`config.mk`:
```
export PLATFORM = sky130hd
export DESIGN_NAME = adc_conversion_sequencer
export DESIGN_NICKNAME = d
export VERILOG_FILES = /design/src/adc_seq_pkg.sv /design/src/adc_conversion_sequencer.sv /design/src/conv_clock_gen.sv
export SDC_FILE = /design/constraint.sdc
export NUM_CORES = 1
export LEC_CHECK = 0
export BUFFER_PORTS_ARGS = -buffer_cell sky130_fd_sc_hd__buf_2
export CELL_PAD_IN_SITES_DETAIL_PLACEMENT = 0
export CELL_PAD_IN_SITES_GLOBAL_PLACEMENT = 1
export CORE_UTILIZATION = 35
export DETAILED_ROUTE_END_ITERATION = 8
export HOLD_SLACK_MARGIN = 0.05
export MAX_ROUTING_LAYER = met4
export PLACE_DENSITY = 0.73
export SYNTH_ARGS = -nofsm -noshare
export SYNTH_HDL_FRONTEND = slang
export SYNTH_HIERARCHICAL = 1
export SYNTH_SLANG_ARGS = --single-unit
```
`constraint.sdc`:
```
create_clock -name clk -period 2 [get_ports clk]
set_clock_uncertainty 0.2 [all_clocks]
set_input_delay 0.1 -clock clk [delete_from_list [all_inputs] [get_ports clk]]
set_output_delay 0.1 -clock clk [all_outputs]
set_load 0.01 [all_outputs]
```
`src/adc_seq_pkg.sv`:
```
// Shared constants and types for the conversion sequencer
package adc_seq_pkg;
  // Register byte offsets
  localparam logic [4:0] MAIN_CTRL_OFS = 5'h00;
  localparam logic [4:0] CLK_SEL_OFS = 5'h04;
  localparam logic [4:0] RESULT_HI_OFS = 5'h08;
  localparam logic [4:0] RESULT_LO_OFS = 5'h0C;
  localparam logic [4:0] IRQ_CTRL_OFS = 5'h10;
  // Main control field positions
  localparam int START_BIT = 7;
  localparam int DONE_N_BIT = 6;
  localparam int PIN_SEL_LSB = 3;
  localparam int CHAN_SEL_LSB = 0;
  // Clock select field positions
  localparam int CONV_OFF_BIT = 6;
  localparam int DIV_SEL_LSB = 0;
  // Interrupt control field positions
  localparam int GLOBAL_EN_BIT = 0;
  localparam int MULTI_EN_BIT = 1;
  localparam int CONV_EN_BIT = 2;
  localparam int IRQ_FLAG_BIT = 3;
  // Reset values
  localparam logic [2:0] PIN_SEL_RESET = 3'h0;
  localparam logic [2:0] CHAN_SEL_RESET = 3'h0;
  localparam logic [2:0] DIV_SEL_RESET = 3'h0;
  localparam logic CONV_OFF_RESET = 1'b1;
  // Divider select codes and divide ratios in system clocks
  localparam logic [2:0] DIV_SEL_2 = 3'h0;
  localparam logic [2:0] DIV_SEL_8 = 3'h1;
  localparam logic [2:0] DIV_SEL_32 = 3'h2;
  localparam logic [5:0] DIV_RATIO_2 = 6'h02;
  localparam logic [5:0] DIV_RATIO_8 = 6'h08;
  localparam logic [5:0] DIV_RATIO_32 = 6'h20;
  // Conversion length in conversion clock periods
  localparam logic [4:0] CONV_PERIODS = 5'h10;
  // Pin selection code that routes all eight pins
  localparam logic [2:0] PIN_SEL_ALL = 3'h7;

  typedef struct packed {
    logic start;
    logic [2:0] analog_pin_sel;
    logic [2:0] input_channel_sel;
  } main_ctrl_t;

  typedef struct packed {
    logic global_irq_enable;
    logic multifunction_irq_enable;
    logic converter_irq_enable;
  } irq_en_t;

  typedef enum logic [1:0] {ST_IDLE, ST_HELD, ST_CONVERT} seq_state_t;
endpackage

```
`src/adc_conversion_sequencer.sv`:
```
// Conversion sequencer: registers, start/reset control, timing and result capture
//
// Summary of operation
// - After a start pulse the done flag reads high, not complete.
// - Clearing pin selection to zero needs re-initialisation by a new start pulse.
// - A conversion starts on a start bit 0-1-0 pulse.
// - Done flag low means both result registers hold the value.
// - Completion raises a converter interrupt when enabled.
// - A conversion lasts sixteen conversion clock periods, autonomously.
// - Zero pin selection frees all pins and powers the converter down.
// - The converter-off bit powers the converter down regardless of pins.
// - Start held high keeps the converter in reset, done flag high.
// - Completion clears the done flag and sets the interrupt request flag.
// - Result bits 11..4 in high register, 3..0 in low upper nibble.
`timescale 1ns/100ps
`default_nettype none
module adc_conversion_sequencer
  import adc_seq_pkg::*;
(
  // Clock and reset
  input wire logic clk,
  input wire logic rst_b,
  // Avalon-MM slave
  input wire logic [4:0] avs_address,
  input wire logic avs_read,
  input wire logic avs_write,
  input wire logic [31:0] avs_writedata,
  input wire logic [3:0] avs_byteenable,
  output logic [31:0] avs_readdata,
  output logic avs_waitrequest,
  // Converter side
  input wire logic [11:0] sample_data,
  output logic [7:0] pin_analog_mask,
  output logic [2:0] channel_route,
  output logic converter_powered,
  output logic sample_reset,
  // Interrupt
  output logic irq
);
  import adc_seq_pkg::*;

  main_ctrl_t ctrl;
  irq_en_t irq_en;
  seq_state_t state;
  logic converter_off;
  logic [2:0] clock_divider_sel;
  logic conversion_done_n;
  logic irq_flag;
  logic start_prev;
  logic [4:0] period_cnt;
  logic [7:0] result_hi;
  logic [3:0] result_lo;
  logic conv_tick;

  // Bus decode
  wire logic req = avs_read || avs_write;
  wire logic accept = req && !avs_waitrequest;
  wire logic wr_lane = avs_write && accept && avs_byteenable[0];
  wire logic wr_main = wr_lane && (avs_address == MAIN_CTRL_OFS);
  wire logic wr_clk = wr_lane && (avs_address == CLK_SEL_OFS);
  wire logic wr_irq = wr_lane && (avs_address == IRQ_CTRL_OFS);
  wire logic [7:0] rd_main = {ctrl.start, conversion_done_n, ctrl.analog_pin_sel,
                              ctrl.input_channel_sel};
  wire logic [7:0] rd_clk = {1'b0, converter_off, 3'h0, clock_divider_sel};
  wire logic [7:0] rd_irq = {4'h0, irq_flag, irq_en.converter_irq_enable,
                             irq_en.multifunction_irq_enable, irq_en.global_irq_enable};
  wire logic [7:0] rd_byte = (avs_address == MAIN_CTRL_OFS) ? rd_main :
                             (avs_address == CLK_SEL_OFS) ? rd_clk :
                             (avs_address == RESULT_HI_OFS) ? result_hi :
                             (avs_address == RESULT_LO_OFS) ? {result_lo, 4'h0} :
                             (avs_address == IRQ_CTRL_OFS) ? rd_irq : 8'h00;

  // Sequencer decode
  wire logic enabled = (ctrl.analog_pin_sel != 3'h0) && !converter_off;
  wire logic start_rise = ctrl.start && !start_prev;
  wire logic start_fall = !ctrl.start && start_prev;
  wire logic conv_end = (state == ST_CONVERT) && conv_tick && (period_cnt == CONV_PERIODS - 5'h01);
  wire logic div_clear = (state != ST_CONVERT);
  wire logic irq_set = conv_end;
  wire logic irq_clr = wr_irq && !avs_writedata[IRQ_FLAG_BIT];
  wire logic [7:0] next_mask = (ctrl.analog_pin_sel == PIN_SEL_ALL) ? 8'hFF :
                               8'(~(8'hFF << ctrl.analog_pin_sel));

  conv_clock_gen u_div (
    .clk(clk),
    .rst_b(rst_b),
    .clear(div_clear),
    .clock_divider_sel(clock_divider_sel),
    .tick(conv_tick)
  );

  // Bus answer one cycle after a request appears
  always_ff @(posedge clk or negedge rst_b) begin
    if (!rst_b) begin
      avs_waitrequest <= 1'b1;
      avs_readdata <= 32'h0000_0000;
    end else begin
      avs_waitrequest <= !(req && avs_waitrequest);
      if (avs_read && avs_waitrequest)
        avs_readdata <= {24'h00_0000, rd_byte};
    end
  end

  // Software-written registers
  always_ff @(posedge clk or negedge rst_b) begin
    if (!rst_b) begin
      ctrl <= '{1'b0, PIN_SEL_RESET, CHAN_SEL_RESET};
      converter_off <= CONV_OFF_RESET;
      clock_divider_sel <= DIV_SEL_RESET;
      irq_en <= '{1'b0, 1'b0, 1'b0};
    end else begin
      if (wr_main)
        ctrl <= '{avs_writedata[START_BIT], avs_writedata[PIN_SEL_LSB +: 3],
                  avs_writedata[CHAN_SEL_LSB +: 3]};
      if (wr_clk) begin
        converter_off <= avs_writedata[CONV_OFF_BIT];
        clock_divider_sel <= avs_writedata[DIV_SEL_LSB +: 3];
      end
      if (wr_irq)
        irq_en <= '{avs_writedata[GLOBAL_EN_BIT], avs_writedata[MULTI_EN_BIT],
                    avs_writedata[CONV_EN_BIT]};
    end
  end

  // Start/reset sequencing
  always_ff @(posedge clk or negedge rst_b) begin
    if (!rst_b) begin
      state <= ST_IDLE;
      start_prev <= 1'b0;
      conversion_done_n <= 1'b1;
      period_cnt <= 5'h00;
    end else begin
      start_prev <= ctrl.start;
      if (start_rise || ctrl.start) begin
        state <= ST_HELD;
        conversion_done_n <= 1'b1;
      end else if (!enabled) begin
        state <= ST_IDLE;
      end else begin
        case (state)
          ST_IDLE: state <= ST_IDLE;
          ST_HELD: begin
            if (start_fall) begin
              state <= ST_CONVERT;
              period_cnt <= 5'h00;
            end
          end
          ST_CONVERT: begin
            if (conv_tick)
              period_cnt <= period_cnt + 5'h01;
            if (conv_end) begin
              state <= ST_IDLE;
              conversion_done_n <= 1'b0;
            end
          end
          default: state <= ST_IDLE;
        endcase
      end
    end
  end

  // Result capture in the same clock as the done flag clears
  always_ff @(posedge clk or negedge rst_b) begin
    if (!rst_b) begin
      result_hi <= 8'h00;
      result_lo <= 4'h0;
    end else if (conv_end && !ctrl.start && enabled) begin
      result_hi <= sample_data[11:4];
      result_lo <= sample_data[3:0];
    end
  end

  // Interrupt request flag, set wins over clear
  always_ff @(posedge clk or negedge rst_b) begin
    if (!rst_b) begin
      irq_flag <= 1'b0;
      irq <= 1'b0;
    end else begin
      irq_flag <= (irq_set && !ctrl.start && enabled) || (irq_flag && !irq_clr);
      irq <= irq_flag && irq_en.global_irq_enable && irq_en.multifunction_irq_enable
             && irq_en.converter_irq_enable;
    end
  end

  // Pin and power outputs
  always_ff @(posedge clk or negedge rst_b) begin
    if (!rst_b) begin
      pin_analog_mask <= 8'h00;
      channel_route <= 3'h0;
      converter_powered <= 1'b0;
      sample_reset <= 1'b1;
    end else begin
      pin_analog_mask <= next_mask;
      channel_route <= ctrl.input_channel_sel;
      converter_powered <= enabled;
      sample_reset <= (state != ST_CONVERT);
    end
  end

  // Checking helpers
  logic [9:0] conv_cycles;
  logic [9:0] expect_cycles;
  assign expect_cycles = {4'h0, (clock_divider_sel == DIV_SEL_2) ? DIV_RATIO_2 :
                         (clock_divider_sel == DIV_SEL_8) ? DIV_RATIO_8 : DIV_RATIO_32} << 4;
  always_ff @(posedge clk or negedge rst_b) begin
    if (!rst_b)
      conv_cycles <= 10'h000;
    else
      conv_cycles <= (state == ST_CONVERT) ? conv_cycles + 10'h001 : 10'h000;
  end
endmodule
`default_nettype wire

```
`src/conv_clock_gen.sv`:
```
// Conversion clock divider producing one tick per conversion clock period
`timescale 1ns/100ps
`default_nettype none
module conv_clock_gen
  import adc_seq_pkg::*;
(
  // Clock and reset
  input wire logic clk,
  input wire logic rst_b,
  // Control
  input wire logic clear,
  input wire logic [2:0] clock_divider_sel,
  // Tick out
  output logic tick
);
  logic [5:0] cnt;
  logic [5:0] ratio;
  wire logic last = (cnt == ratio - 6'h01);

  // Undefined codes fall back to the slowest ratio
  assign ratio = (clock_divider_sel == DIV_SEL_2) ? DIV_RATIO_2 :
                 (clock_divider_sel == DIV_SEL_8) ? DIV_RATIO_8 : DIV_RATIO_32;

  always_ff @(posedge clk or negedge rst_b) begin
    if (!rst_b) begin
      cnt <= 6'h00;
      tick <= 1'b0;
    end else begin
      // Preload one count so the registered tick does not stretch the first period
      cnt <= clear ? 6'h01 : last ? 6'h00 : cnt + 6'h01;
      tick <= !clear && last;
    end
  end
endmodule
`default_nettype wire

```
# [After elaboration in Yosys (flattened, before gate mapping)]
# Index checks and enable logic that the tools add are counted.
[op_classes] n_addsub=3 n_eq_ne=15 n_shift=1 mux=22 bitwise_logic=2 n_reduce_logical=42
[ops] op="8-bit 2-to-1 mux" count=5
[ops] op="6-bit 2-to-1 mux" count=4
[ops] op="1-bit logical AND" count=21
[ops] op="5-bit by 4-bit equality test with 1-bit output, second input constant" count=3
[ops] op="5-bit 2-to-1 mux" count=2
[ops] op="5-bit case mux with 2 select lines" count=1
[ops] op="1-bit zero test" count=8
[ops] op="2-bit 2-to-1 mux" count=4
[ops] op="4-bit != test, second input constant" count=2
[ops] op="8-bit inverter" count=1
[ops] op="2-bit nonzero test" count=4
[ops] op="8-bit by 3-bit << shifter with 8-bit output, first input constant" count=1
[ops] op="6-bit by 1-bit adder with 6-bit output, second input constant" count=1
[ops] op="6-bit equality test" count=1
[ops] op="6-bit by 1-bit subtractor with 6-bit output, second input constant" count=1
[ops] op="5-bit by 1-bit adder with 5-bit output, second input constant" count=1
[ops] op="5-bit by 3-bit equality test with 1-bit output, second input constant" count=1
[ops] op="5-bit equality test, second input constant" count=1
[ops] op="5-bit zero test" count=1
[ops] op="5-bit AND reduction" count=1
[ops] op="1-bit 2-to-1 mux" count=4
[ops] op="4-bit 2-to-1 mux" count=1
[ops] op="2-bit != test, second input constant" count=2
[ops] op="2-bit case mux with 2 select lines" count=1
[ops] op="other kinds (11)" count=13
[totals] ff_bits=66 out_inout_bits=47

# [Depth between registers and ports, before layout]
[logic_depth] depth_word=9 ltp_mapped=8 depth_no_buf=7

# [By module]
# Netlist, hierarchy kept.
[by_module_without_submodules] module="adc_conversion_sequencer" n_inst=1 cells_each=225 area_per_inst_um2=2692.6 seq_area_each_um2=1456.4
[by_module_without_submodules] module="conv_clock_gen" n_inst=1 cells_each=34 area_per_inst_um2=390.4 seq_area_each_um2=175.2

# [Least setup slack after synthesis]
# Ideal clock, no wire load.
[synth_timing] path_type="flip-flop to flip-flop" from="register period_cnt[0]" to="register result_hi[1]" arrival_time_ns=1.732 t_required_ns=1.675 setup_slack_ns=-0.057 path_stages_with_launch=9 n_path_buf=2 path_cell_list="dfrtp_1 -> ha_1 -> and3_1 -> ha_1 -> nand2_1 -> or3_1 -> buf_6 -> buf_12 -> mux2_4"
[synth_between] elab_chain_cells=4
[synth_rtl] element="from (decl)" line_no="adc_conversion_sequencer.sv:50" text="logic [4:0] period_cnt;"
[synth_rtl] element="from (signal assigned)" line_no="adc_conversion_sequencer.sv:150" text="period_cnt <= period_cnt + 5'h01;"
[synth_rtl] element="5-bit by 4-bit equality test with 1-bit output" line_no="adc_conversion_sequencer.sv:77" text="wire logic conv_end = (state == ST_CONVERT) && conv_tick && (period_cnt == CONV_PERIODS - 5'h01);"
[synth_rtl] element="1-bit logical AND" line_no="adc_conversion_sequencer.sv:77"
[synth_rtl] element="1-bit logical AND (2 in a row)" line_no="adc_conversion_sequencer.sv:167" text="end else if (conv_end && !ctrl.start && enabled) begin"
[synth_rtl] element="to (signal assigned)" line_no="adc_conversion_sequencer.sv:168" text="result_hi <= sample_data[11:4];"
[synth_rtl] element="to (decl)" line_no="adc_conversion_sequencer.sv:51" text="logic [7:0] result_hi;"
# No other way between the ends.
# A chain may end at the register's enable or synchronous reset.

# [Worst setup path in the final report]
[layout_timing] from="register period_cnt[1]" to="register result_hi[1]"
# The elaborated chain is that of the path after synthesis.

==> results.toml <==
[setup_path]
critPathArrivalTime_ns = 2.06
r2r_end = "result_hi[1]"
r2r_cells = 7
cp_cell_sequence = "ha_2 -> and3_1 -> ha_1 -> nand2_1 -> or3_4 -> buf_12 -> mux2_4"
worst_path_max_delay_cell = "dfrtp_1"
startpoint_type = "flip-flop"
path_class = "reg -> reg"
cp_max_fo = 13
r2r_slack_ns = -0.05
worstPathRequired_ns = 2.01
end_kind = "flip-flop"
max_stage_delay_ns = 0.37
regToRegStartpoint = "period_cnt[1]"

[timing]
worst_slew_pin_slew_ns = 0.544
timing.final.hold_violations = 0
setup_ws_ns = -0.0463
fin_crit_sh_pct = 102
drv_slew = 0
hold_slack_ns = 0.0950
period_minus_slack_ns = 2.05
slew_headroom_pct = 63.7
fmax_ghz = 0.489
finalSetupViolations = 12
rsz0062_at_grt = "true"

[cts]
root_buffer = "clkbuf_8"
path_clk_slew_ns = 0.07
cts_sinks = 65
cts_buffers = 9
clockBufferDepth = 2
htreeDepth = 3
cts_tree = "yes"
worstSkewPairLatency_ns = 0.33

[die]
start_util_pct = 36.8
die_w_um = 95.9
fp.dieArea_sq_mm = 0.00919
row_count = 33
coreArea_sq_mm = 0.00838
dieHeight_um = 95.9
ios = 104

[logic_synthesis]
synth_seq_cells = 65
yosysSeqAreaShare_pct = 52.9
async_reset_ff_share_pct = 100
synth_edf_count = 0
netlist_instances = 259
yosys_warnings = 6
synthDistinctLibCells = 57
syn_area_per_cell_sq_um = 11.9
synth_area_sq_mm = 0.00308
ys.flop_type = "dfrtp_1"

[final_layout]
final_common_cell = "dfrtp_1"
final_area_sq_mm = 0.00398
final_cell_mix = "61 x dfrtp_1, 52 x buf_2, 27 x dlygate4sd3_1"
drive_above_1_share_pct = 36.3
nets = 421
syn_to_final_growth_pct = 29.0
fin_cells = 469
fin_util_pct = 47.5
diodes = 0

[routing]
viasPerCell = 4.72
ant_nets = 0
drt-total-wl_um = 6200
drc = 0
via_count = 2212
wl_per_cell_um = 13.2
first_pass_iters = 4
drt_iter0_drc = 70

[min_path]
hold_class = "in -> async"

[placed_design]
dpl_cell_area_sq_mm = 0.00348
dpl.cell_count = 425
dp_hpwl_um = 4280
globalplace.congestion = 0.849
io_buffers = 52

[global_route]
track_usage_pct = 14.4
grt_max_degree = 66
antenna_found_initial = 0
grt_first_pass_wirelength_um = 9730
first_global_vias = 2066
gr-total-overflow = 0

[pwr]
leakage_nw = 1.96
vdd.ir_drop.worst_mv = 0.440
powerDensity_mw_per_mm2 = 732
power.total_mw = 2.91

[flow_run]
drv_cap = 0

[outcome]
status = "finished, violations left"
violations = "negative setup slack"
## layer usage
layer  vias up  track usage, %  routed length [um]
met1      1094            19.0                2990
met4         0            3.73                  49
met5         -               -                   0
met3         5            4.27                 206
li1       1064               -                   -
met2        49            21.5                2960
## state kept, by name, summed over array words and instances (netlist names)
register and cells:
avs_readdata 8, avs_waitrequest 1, channel_route 3, clock_divider_sel 3, conversion_done_n 1, converter_off 1, converter_powered 1, ctrl 7
irq 1, irq_en 3, irq_flag 1, period_cnt 5, pin_analog_mask 7, result_hi 8, result_lo 4, sample_reset 1
start_prev 1, state 2, u_div/cnt 6, u_div/tick 1
## report_power, final
| group | switching [mW] | internal (mW) |
|---|---|---|
| combinational | 0.199 | 0.191 |
| sequential | 0.0417 | 1.40 |
| clock | 0.470 | 0.607 |
## cell families (layout without fill, tap and decap cells)
logic type / Yosys count / count (layout) / share of synthesized area [%]
buffers and inverters: 45 / 127 / 9.46
flip-flops: 65 / 65 / 52.9
XOR/XNOR: 3 / 3 / 0.852
other: 1 / 24 / 0.122
AND/OR/NAND/NOR: 59 / 59 / 10.2
multiplexers: 33 / 33 / 12.7
AO/OA/AOI/OAI: 48 / 48 / 11.7
adder cells (fa/ha/maj): 5 / 5 / 2.03
## synth_stat cells, types with 3 or more instances
cell      number  share of area, %
buf_4         25               6.1
o22ai_1        3              0.61
a22oi_1        3              0.73
mux2i_1        7               2.3
dfrtp_1       61                50
mux2_2        18               6.6
o31ai_1        4              0.97
ha_1           5               2.0
a211oi_1       4              0.97
a21oi_1        6              0.97
nor2_1        10               1.2
o21ai_0       11               1.8
nand2_1       17               2.1
mux2_4         8               3.9
clkbuf_1       3              0.37
nand3_1        8               1.3
inv_1         13               1.6
dfstp_2        4               3.4
## cell type report
class                   count  area, sq um
fillers                   770         4400
flip-flops and latches     65         1630
multi-input cells         172         1280
repair buffers             98          698
clock buffers              13          149
well taps                 105          131
inverters                  13         48.8
clock inverters             3         40.0
## repair_timing
item / CTS / global route
endpoints found under the setup margin: 12 / 24
pin swaps: 0 / 0
hold endpoints to repair: 94 / 0
hold buffers: 27 / 0
resized for setup: 1 / 6
buffers inserted: 0 / 1
## stage by stage
step	worst slack (ns)	TNS (ns)
final	-0.0463	-0.383
after global routing	-0.102	-0.990
after CTS	-0.0372	-0.270
after detailed placement	-0.0298	-0.226
after global placement	-0.0339	-0.234
after floorplan	-0.0567	-0.454
## worst max-delay path by stage
stage | start | endpoint | slack, ns | cells after the start
6_report | period_cnt[1] | result_hi[1] | -0.05 | 7
5_1_grt | period_cnt[1] | result_hi[1] | -0.10 | 7
4_1_cts | period_cnt[1] | result_hi[2] | -0.04 | 7
3_5_place_dp | period_cnt[1] | result_lo[3] | -0.03 | 7
3_3_place_gp | period_cnt[1] | result_hi[2] | -0.03 | 7
2_1_floorplan | period_cnt[0] | result_hi[1] | -0.06 | 8
## worst max-delay path: cells and delay by family, from the launching register on
family / cells / cell delay (ns)
fa+ha+maj: 2 / 0.34
buf+inv: 1 / 0.16
flops: 1 / 0.37
mux: 1 / 0.29
simple gates: 3 / 0.56
Note: power is estimated with default switching activity, not from simulation.
